**config.mk**
```make
export PLATFORM = sky130hd
export DESIGN_NAME = pcpo_top
export DESIGN_NICKNAME = d
export VERILOG_FILES = /design/src/hdl/pcpo_pkg.sv /design/src/hdl/pcpo_pulse.sv /design/src/hdl/pcpo_top.sv
export SDC_FILE = /design/constraint.sdc
export NUM_CORES = 1
export LEC_CHECK = 0
export ABC_AREA = 1
export BUFFER_PORTS_ARGS = -buffer_cell sky130_fd_sc_hd__buf_4
export CORE_MARGIN = 10
export CORE_UTILIZATION = 40
export CTS_CLUSTER_DIAMETER = 100
export DETAILED_ROUTE_END_ITERATION = 16
export GPL_ROUTABILITY_DRIVEN = 0
export PLACE_DENSITY_LB_ADDON = 0.25
export SLEW_MARGIN = 20
export SYNTH_ARGS = -nofsm -noshare
export SYNTH_HDL_FRONTEND = slang
export SYNTH_SLANG_ARGS = --single-unit
```
**constraint.sdc**
```tcl
create_clock -name clk_i -period 1.96 [get_ports clk_i]
set_input_delay 0.196 -clock clk_i [delete_from_list [all_inputs] [get_ports clk_i]]
set_output_delay 0.196 -clock clk_i [all_outputs]
set_load 0.01 [all_outputs]
```
**src/hdl/pcpo_pkg.sv**
```systemverilog
// package: constants and types for the position compare pulse output block
package pcpo_pkg;
    localparam int unsigned PCPO_CLK_HZ = 25_000_000;
    localparam int unsigned PCPO_CLK_NS = 40;
    // fixed trigger-bus pulse length, in ns
    localparam int unsigned PCPO_TRIG_PULSE_NS = 200;
    // longest time rounds down, never below one cycle
    localparam int unsigned PCPO_TRIG_CYC_RAW = PCPO_TRIG_PULSE_NS / PCPO_CLK_NS;
    localparam int unsigned PCPO_TRIG_CYC = (PCPO_TRIG_CYC_RAW < 1) ? 1 : PCPO_TRIG_CYC_RAW;
    // only the primary encoder index is accepted
    localparam logic [3:0] PCPO_ENC_PRIMARY = 4'h1;
    localparam int unsigned PCPO_POS_W = 32;
    localparam int unsigned PCPO_WIDTH_W = 16;
    localparam int unsigned PCPO_AXES = 4;
    localparam logic [15:0] PCPO_WIDTH_RST = 16'h0001;
    typedef enum logic [1:0] {
        PCPO_IDLE,
        PCPO_ARMED,
        PCPO_FAULT
    } pcpo_state_t;
endpackage : pcpo_pkg

```
**src/hdl/pcpo_pulse.sv**
```systemverilog
// one-shot pulse stretcher with overlap detection
`timescale 1ns/10ps
module pcpo_pulse #(
    parameter int unsigned CNT_W = 16
) (
    // clock and reset
    input wire logic clk_i,
    input wire logic rst_i,
    // control
    input wire logic fire_i,
    input wire logic [CNT_W-1:0] len_i,
    input wire logic kill_i,
    // status
    output logic active_o,
    output logic overlap_o
);
    logic [CNT_W-1:0] cnt_r;
    logic [CNT_W-1:0] cnt_nxt;
    wire logic busy = (cnt_r != '0);
    wire logic [CNT_W-1:0] len_min1 = (len_i == '0) ? CNT_W'(1) : len_i;

    assign cnt_nxt = kill_i ? '0 : (fire_i && !busy) ? len_min1 : busy ? cnt_r - CNT_W'(1) : cnt_r;
    assign active_o = busy;
    assign overlap_o = fire_i && busy;

    always_ff @(posedge clk_i) begin
        if (rst_i) begin
            cnt_r <= '0;
        end else begin
            cnt_r <= cnt_nxt;
        end
    end
endmodule : pcpo_pulse

```
**src/hdl/pcpo_top.sv**
```systemverilog
// per-axis position compare pulse generator
`timescale 1ns/10ps
module pcpo_top
    import pcpo_pkg::*;
#(
    parameter int unsigned AXES = pcpo_pkg::PCPO_AXES,
    parameter int unsigned POS_W = pcpo_pkg::PCPO_POS_W,
    parameter int unsigned WIDTH_W = pcpo_pkg::PCPO_WIDTH_W
) (
    // clock and reset
    input wire logic clk_i,
    input wire logic rst_i,
    // configuration write, one axis at a time
    input wire logic cfg_we_i,
    input wire logic [$clog2(AXES)-1:0] cfg_axis_i,
    input wire logic [3:0] cfg_enc_i,
    input wire logic [WIDTH_W-1:0] cfg_width_i,
    input wire logic [POS_W-1:0] cfg_point_i,
    input wire logic cfg_enable_i,
    input wire logic cfg_trig_route_i,
    // primary encoder positions, flattened per axis
    input wire logic [AXES*POS_W-1:0] enc_pos_i,
    // outputs
    output logic [AXES-1:0] cmp_out_o,
    output logic [AXES-1:0] system_trigger_bus_o,
    output logic [AXES-1:0] cmp_armed_o,
    output logic [AXES-1:0] overlap_err_o,
    output logic cfg_reject_o
);
    import pcpo_pkg::*;

    localparam int unsigned AXIS_W = $clog2(AXES);
    localparam logic [WIDTH_W-1:0] TRIG_LEN = WIDTH_W'(PCPO_TRIG_CYC);

    // only a write naming the primary encoder is taken
    wire logic cfg_ok = cfg_we_i && (cfg_enc_i == PCPO_ENC_PRIMARY);
    wire logic reject_nxt = cfg_we_i && !cfg_ok;
    logic reject_r;

    always_ff @(posedge clk_i) begin
        if (rst_i) begin
            reject_r <= 1'b0;
        end else begin
            reject_r <= reject_nxt;
        end
    end
    assign cfg_reject_o = reject_r;

    genvar g;
    generate
        for (g = 0; g < AXES; g++) begin : g_axis
            localparam logic [AXIS_W-1:0] AXIS_ID = AXIS_W'(g);

            // stored configuration of this axis
            logic [WIDTH_W-1:0] width_r;
            logic [WIDTH_W-1:0] width_nxt;
            logic [POS_W-1:0] point_r;
            logic [POS_W-1:0] point_nxt;
            logic route_r;
            logic route_nxt;
            // control state and status
            pcpo_state_t state_r;
            pcpo_state_t state_nxt;
            logic fault_r;
            logic fault_nxt;
            logic hit_r;
            logic hit_nxt;
            logic armed_r;
            logic armed_nxt;
            logic out_r;
            logic out_nxt;
            logic trig_r;
            logic trig_nxt;
            // pulse stretcher status
            logic busy;
            logic ovl;
            logic tbusy;

            wire logic [POS_W-1:0] pos = enc_pos_i[g*POS_W +: POS_W];
            wire logic wr = cfg_ok && (cfg_axis_i == AXIS_ID);
            wire logic reached = (pos == point_r);
            // one event per arrival at the compare point
            wire logic event_p = (state_r == PCPO_ARMED) && reached && !hit_r;
            // both stretchers are cleared whenever the axis is not armed
            wire logic kill = (state_r != PCPO_ARMED);
            wire logic fire_cmp = event_p && !route_r;
            wire logic fire_trig = event_p && route_r;
            wire logic overlap = ovl;

            // configured width; a width of 0 is stretched to one cycle
            pcpo_pulse #(.CNT_W(WIDTH_W)) u_pulse (
                .clk_i(clk_i),
                .rst_i(rst_i),
                .fire_i(fire_cmp),
                .len_i(width_r),
                .kill_i(kill),
                .active_o(busy),
                .overlap_o(ovl)
            );
            // fixed length; an event inside a running trigger pulse is ignored
            pcpo_pulse #(.CNT_W(WIDTH_W)) u_trig (
                .clk_i(clk_i),
                .rst_i(rst_i),
                .fire_i(fire_trig),
                .len_i(TRIG_LEN),
                .kill_i(kill),
                .active_o(tbusy),
                .overlap_o()
            );

            always_comb begin
                state_nxt = state_r;
                case (state_r)
                    PCPO_IDLE: begin
                        if (wr && cfg_enable_i) begin
                            state_nxt = PCPO_ARMED;
                        end
                    end
                    PCPO_ARMED: begin
                        // an overlap outranks a write landing in the same cycle
                        if (overlap) begin
                            state_nxt = PCPO_FAULT;
                        end else if (wr) begin
                            state_nxt = cfg_enable_i ? PCPO_ARMED : PCPO_IDLE;
                        end
                    end
                    PCPO_FAULT: begin
                        if (wr) begin
                            state_nxt = cfg_enable_i ? PCPO_ARMED : PCPO_IDLE;
                        end
                    end
                    default: begin
                        state_nxt = PCPO_IDLE;
                    end
                endcase
            end

            assign width_nxt = wr ? cfg_width_i : width_r;
            assign point_nxt = wr ? cfg_point_i : point_r;
            assign route_nxt = wr ? cfg_trig_route_i : route_r;
            assign hit_nxt = reached;
            // a fault raised in the same cycle as a clearing write is kept
            assign fault_nxt = ((state_r == PCPO_ARMED) && overlap) || (fault_r && !wr);
            assign armed_nxt = (state_nxt == PCPO_ARMED);
            // the output drops in the cycle after the overlap is seen, together with the fault flag
            assign out_nxt = busy && armed_nxt;
            assign trig_nxt = tbusy && armed_nxt;

            always_ff @(posedge clk_i) begin
                if (rst_i) begin
                    width_r <= WIDTH_W'(PCPO_WIDTH_RST);
                    point_r <= '0;
                    route_r <= 1'b0;
                end else begin
                    width_r <= width_nxt;
                    point_r <= point_nxt;
                    route_r <= route_nxt;
                end
            end

            always_ff @(posedge clk_i) begin
                if (rst_i) begin
                    state_r <= PCPO_IDLE;
                end else begin
                    state_r <= state_nxt;
                end
            end

            always_ff @(posedge clk_i) begin
                if (rst_i) begin
                    fault_r <= 1'b0;
                end else begin
                    fault_r <= fault_nxt;
                end
            end

            always_ff @(posedge clk_i) begin
                if (rst_i) begin
                    hit_r <= 1'b0;
                end else begin
                    hit_r <= hit_nxt;
                end
            end

            // armed level kept in its own flop so the output is registered
            always_ff @(posedge clk_i) begin
                if (rst_i) begin
                    armed_r <= 1'b0;
                end else begin
                    armed_r <= armed_nxt;
                end
            end

            always_ff @(posedge clk_i) begin
                if (rst_i) begin
                    out_r <= 1'b0;
                end else begin
                    out_r <= out_nxt;
                end
            end

            always_ff @(posedge clk_i) begin
                if (rst_i) begin
                    trig_r <= 1'b0;
                end else begin
                    trig_r <= trig_nxt;
                end
            end

            assign cmp_out_o[g] = out_r;
            assign system_trigger_bus_o[g] = trig_r;
            assign cmp_armed_o[g] = armed_r;
            assign overlap_err_o[g] = fault_r;
        end
    endgenerate
endmodule : pcpo_top

```
# Yosys cells after proc, flatten, opt, wreduce, memory -nomap -nowiden
# Index checks and enable logic that the tools add are counted.
dict set report totals {
  register_bits 353
  latchBits 0
  ram_bits 0
  romBits 0
  input_bits 187
  mem_count 0
}
dict set report op_classes {
  n_addsub 8
  mul 0
  n_div 0
  order_cmp 0
  eq_ne 24
  shift 0
  n_mux 37
  n_bitwise 0
  n_reduce_logical 112
}
# operator count
set ops {}
lappend ops {{16-bit 2-to-1 mux} 12}
lappend ops {{32-bit == test} 4}
lappend ops {{16-bit nonzero test} 8}
lappend ops {{16-bit by 1-bit subtractor with 16-bit output, second input constant} 8}
lappend ops {{16-bit logical NOT} 4}
lappend ops {{1-bit logical AND} 54}
lappend ops {{2-bit 2-to-1 mux} 12}
lappend ops {{3-bit 2-to-1 mux} 8}
lappend ops {{2-bit one-hot mux with 3 select lines} 4}
lappend ops {{1-bit logical NOT} 21}
lappend ops {{2-bit by 1-bit == test with 1-bit output, second input constant} 9}
lappend ops {{2-bit nonzero test} 8}
lappend ops {{2-bit == test, second input constant} 6}
lappend ops {{3-bit OR reduction} 4}
lappend ops {{2-bit logical NOT} 5}
lappend ops {{2-bit by 1-bit != test with 1-bit output, second input constant} 4}
lappend ops {{2-bit OR reduction} 4}
lappend ops {{4-bit by 1-bit == test with 1-bit output, second input constant} 1}
lappend ops {{1-bit logical OR} 4}
lappend ops {{1-bit 2-to-1 mux} 1}

# Depth between registers and ports, before layout
dict set report depth {
  word_depth 9
  mapped_depth 14
}

# Cells and area by module
# Synthesis repeated with hierarchy kept, for this count alone.
dict set report hier_totals {
  hier_cells 2824
  area_unflattened_um2 18928.2
}
# mod instances cells_each area_each_um2
set modules_own_cells {}
lappend modules_own_cells {pcpo_top 1 1392 10019.6}
lappend modules_own_cells {pcpo_pulse 8 179 1113.6}

# Worst setup path after synthesis
# OpenSTA, ideal clock, no wires.
dict set report synth_timing {
  path_type {reg-to-reg}
  start {register g_axis[0].u_pulse.cnt_r[0]}
  end {register g_axis[0].u_pulse.cnt_r[5]}
  setup_ns 0.129
  arrival_time_ns 1.572
  t_required_ns 1.831
  setup_slack_ns 0.259
  stages_incl_launch_ff 13
  n_path_buf 1
  synth_period_minus_slack_ns 1.701
  path_cell_list {dfxtp_1 > inv_1 > ha_1 > nand3_2 > nor2_1 > nand2_1 > nor2_4 > nand4_2 > buf_2 > nand3_1 > o21ai_0 > a21oi_1 > nor2_1}
}
dict set report synth_via {
  elab_chain_len 4
}
# item line_no
set synth_rtl {}
lappend synth_rtl {{start, declared} pcpo_pulse.sv:17} ;# logic [CNT_W-1:0] cnt_r;
lappend synth_rtl {{start signal, assigned} pcpo_pulse.sv:30} ;# cnt_r <= cnt_nxt;
lappend synth_rtl {{parallel branches: the longest is 4 deep, another holds 16-bit by 1-bit subtractor with 16-bit output} --}
# Parallel ways; which one is timed is not known. The select of a mux whose other input is x is not followed.
# A chain may end at the register's enable or synchronous reset.

# Worst setup path in the final report
dict set report layout_timing {
  start {register g_axis[0].point_r[20]}
  end {register g_axis[0].u_pulse.cnt_r[15]}
}
dict set report layout_via {
  elab_chain_len 6
}
# item line_no
set layout_rtl {}
lappend layout_rtl {{start, declared} pcpo_top.sv:57} ;# logic [POS_W-1:0] point_r;
lappend layout_rtl {{start signal, assigned} pcpo_top.sv:156} ;# point_r <= point_nxt;
lappend layout_rtl {{32-bit == test *} pcpo_top.sv:81} ;# wire logic reached = (pos == point_r);
lappend layout_rtl {{1-bit logical AND * (2 in series)} pcpo_top.sv:83} ;# wire logic event_p = (state_r == PCPO_ARMED) && reached && !hit_r;
lappend layout_rtl {{1-bit logical AND *} pcpo_top.sv:86} ;# wire logic fire_cmp = event_p && !route_r;
lappend layout_rtl {{1-bit logical AND *} pcpo_pulse.sv:22} ;# assign cnt_nxt = kill_i ? '0 : (fire_i && !busy) ? len_min1 : busy ? cnt_r - CNT_W'(1) : cnt_r;
lappend layout_rtl {{16-bit 2-to-1 mux / 2-bit nonzero test (equally long branches)} --}
# Every way passes the cells marked *; elsewhere a longest branch is shown, timed or not.

==> impl_results.md <==
- Post-Syn Area per Cell: between 6 and 7 um^2
- Routed wire length per instance: around 16 um
- Antenna Cells: 0
- Die width: between 200 and 250 um
- CP arrival: 2.37 ns
- R2R depth: 12
- HP Start: cfg_point_i[20]
- Final min period: about 1.9 ns
- CTS tree: yes
- Skew final: 0.0240 ns
- RSZ-0062 raised after global routing: true
- Crit-path most repeated cell: nor2_1
- Combinational power share: under 10%
- P&R area growth vs syn: 24.5%
- Filler cells: 4,477
- Dpl ws: -0.00685 ns
- Post-route cell area: 23,000 um^2
- Area contributors post-synth: dfxtp_1 (38%), nand2_1 (13%), inv_1 (8.6%)
- Core footprint: ~45,000 um^2
- Critical path endpoint category: flip-flop
- Sequential fraction of the synthesis area: between 30% and 40%
- Root Buffer: clkbuf_16
- Slew HR: 63.9%
- Via Count: between 15,000 and 20,000
- Fraction of registers with async set/reset: 0%
- Remaining DRCs: 0
- CTS H-tree depth: 2
- Pwr dens: approximately 710 nW/um^2
- Post-synth top flop: dfxtp_1
- Syn_nets: 2,974
- Clock-pin slew on the worst setup and hold paths: roughly 0.060 ns
- Net Sw Frac: 23.7%
- Top-Level Pins: between 200 and 250
- Gr usage total: 19.7%
- Worst hold path cell count: 3
- Outcome: finished, final reports clean
- Setup WS post-layout: around 0.093 ns
- Num CTS Buffers: 40
- Die Area: between 50,000 and 60,000 um^2
- Mapped Area: about 18,000 um^2
- NetSw: 3.87 mW
- WL final: around 57,000 um
- Most common cell in the netlist: nand2_1
- Yosys top cell by area: dfxtp_1
- First-pass GRT wire length: 89,500 um
- Pwr Total: 16.3 mW
- Slew @ Worst Pin: 0.540 ns
- YS warnings: 0
- Internal power: approximately 12 mW
- DRT Pass-1 Iters: 5
- Final setup vio count: 0
- Top delay family on crit path: simple AND/OR/NAND/NOR gates
- Clk_lat worst skew: about 0.58 ns
- 1st-iter DRT viols: about 1,200
- Max Cap Violations: 0
- Hold Crit Endpoint: g_axis[3].point_r[20]$_SDFFE_PP0P_
- Post-synth top area share: between 30% and 40%
- Fin. max-slew vios: 0
- FP Rows: 78
- DIE HEIGHT: ~230 um
- Worst R2R Setup Slack: a little over 0.09 ns
- Initial Utilization: about 41%
- Worst VDD drop: ~0.58 mV
- Nets: about 3,200
- Buf/Inv on CP: 2
- CP Cell Sequence: nor2_1, nor2_1, nor2_1, nand2_1, nor2_1, nand2_2, nor2_8, buf_4, nand4_4, clkinv_1, nand2_1, a21oi_1
- Number of global-route vias before repair: about 17,000
- CP max FO: 6
- Reg2reg start: g_axis[0].point_r[20]$_SDFFE_PP0P_
- Synth cell count leaders: nand2_1 (629), inv_1 (421), dfxtp_1 (353)
- Clock buffer depth: 3
- Unique masters post-synth: 49
- FF+latch area: between 7000 and 8000 um^2
- Port Buffer Count: about 200
- Setup Total Neg Slack: 0 ns
- Clock share of power: 48.9%
- CP required: about 2.5 ns
- Layout cells sized above 1: about 17%
- Routed Antenna Nets: 0
- CTS sink cnt: 353
- Area post-placement: roughly 21,000 um^2
- Initial antenna violation count: 2
- Vias/cell: 4.90
- Crit Path Class: flip-flop to flip-flop
- Synthesized flop and latch total: roughly 350
- HP Class: primary input to flip-flop
- Fin. Hold Viols: 0
- Final core occ: 50.5%
- Flop pwr share: around 44%
- Reg-to-reg endpoint: g_axis[0].u_pulse.cnt_r[15]$_SDFFE_PP0P_
- Max Clock Freq: 0.536 GHz
- LEAKAGE: between 10 and 15 nW
- Largest net degree at the start of global routing: slightly above 70
- Number of synthesized flops with an enable pin: 0
- Critical path's largest stage delay: approximately 0.32 ns
- Multi-input logic area: 9520 um^2
- HPWL after DPL: between 40,000 and 50,000 um
- CP max stage cell: dfxtp_1
- Syn Inst Count: 2,779
- Worst setup SP type: flip-flop
- Tcrit/Tclk final: 95.3%
- Remaining Overflow, GRT: 0
==> cell usage in the layout (no fill, tap or decap), types with 7 or more instances in the layout <==
cell type,instances
xor2_1,61
a21oi_1,260
dlygate4sd3_1,48
clkinv_1,7
nand4_4,9
nor3_1,37
o21ai_1,12
inv_1,417
nand3_1,70
buf_12,8
clkinv_2,10
nand4_1,23
inv_2,22
nor4_1,24
nor2_1,334
xnor2_1,45
buf_4,249
or2_2,11
dfxtp_1,349
o21ai_0,222
nand3_2,9
nand2_1,617
nor2_4,23
nor3_2,13
clkbuf_16,41
nand2_2,21
nor2_2,41
==> registers in the layout, indices dropped and copies added (netlist names) <==
name / count
g_axis.fault_r: 4
g_axis.u_trig.cnt_r: 64
g_axis.armed_r: 4
g_axis.hit_r: 4
g_axis.out_r: 4
g_axis.route_r: 4
g_axis.state_r: 8
g_axis.u_pulse.cnt_r: 64
g_axis.width_r: 64
g_axis.trig_r: 4
cfg_reject_o: 1
g_axis.point_r: 128
==> cells by family after synthesis <==
family,synth area share [%]
compound gates,14.2
xor+xnor,5.03
fa+ha+maj,0.542
buf+inv,11.7
flops,38.3
simple gates,30.3
==> worst max-delay path by stage <==
stage	end	slack, ns	startpoint	cells past startpoint
floorplan	g_axis[0].u_pulse.cnt_r[5]$_SDFFE_PP0P_	0.26	g_axis[0].u_pulse.cnt_r[0]$_SDFFE_PP0P_	12
global placement	g_axis[2].u_trig.cnt_r[4]$_SDFFE_PP0P_	0.009	enc_pos_i[66]	13
detailed placement	g_axis[2].u_trig.cnt_r[4]$_SDFFE_PP0P_	-0.007	enc_pos_i[66]	13
CTS	g_axis[0].trig_r$_SDFF_PP0_	0.004	g_axis[0].u_pulse.cnt_r[0]$_SDFFE_PP0P_	12
global route	g_axis[3].u_pulse.cnt_r[10]$_SDFFE_PP0P_	-0.04	g_axis[3].u_pulse.cnt_r[0]$_SDFFE_PP0P_	12
finish	g_axis[0].u_pulse.cnt_r[15]$_SDFFE_PP0P_	0.09	g_axis[0].point_r[20]$_SDFFE_PP0P_	12
==> power by group through the flow <==
stage | Combinational (mW) | Clock (mW) | Sequential, mW
6_report | 1.12 | 7.98 | 7.23
5_1_grt | 1.23 | 8.41 | 7.23
4_1_cts | 1.12 | 8.12 | 7.23
3_5_place_dp | 1.04 | 0 | 7.39
3_3_place_gp | 1.03 | 0 | 7.39
2_1_floorplan | 0.438 | 0 | 7.38
==> cell type report <==
class | count | area share (%)
multi-input cells | 1889 | 41.4
flip-flops and latches | 353 | 30.8
repair buffers | 308 | 11.1
inverters | 450 | 7.41
clock buffers | 52 | 4.91
well taps | 600 | 3.27
clock inverters | 22 | 1.12
==> stage by stage <==
stage / hold WS [ns] / std cells
3_5_place_dp: 0.452 / 3533
6_report: 0.0181 / 3674
4_1_cts: 0.00470 / 3655
2_1_floorplan: 0.319 / 2779
3_3_place_gp: 0.451 / 3533
5_1_grt: 0.0210 / 3674
==> worst register-to-register path: stages, from the launching register on <==
cell and delay (ns):
dfxtp_1 0.32, nor2_1 0.12, nor2_1 0.06, nor2_1 0.10
nand2_1 0.14, nor2_1 0.15, nand2_2 0.11, nor2_8 0.17
buf_4 0.16, nand4_4 0.15, clkinv_1 0.09, nand2_1 0.07
a21oi_1 0.14
==> metal layers <==
layer	share of wire (%)	track usage [%]
met5	0.052	0
met3	6.1	4.26
met4	3.6	7.43
met1	44	24.4
met2	46	32.9
==> what timing repair did <==
item | 4_1_cts | 5_1_grt
setup buffers | 0 | 17
hold endpoints to repair | 134 | 0
hold buffers | 48 | 0
resized for setup | 0 | 76
setup endpoints to repair | 0 | 129
Note: power is estimated with default switching activity, not from simulation.
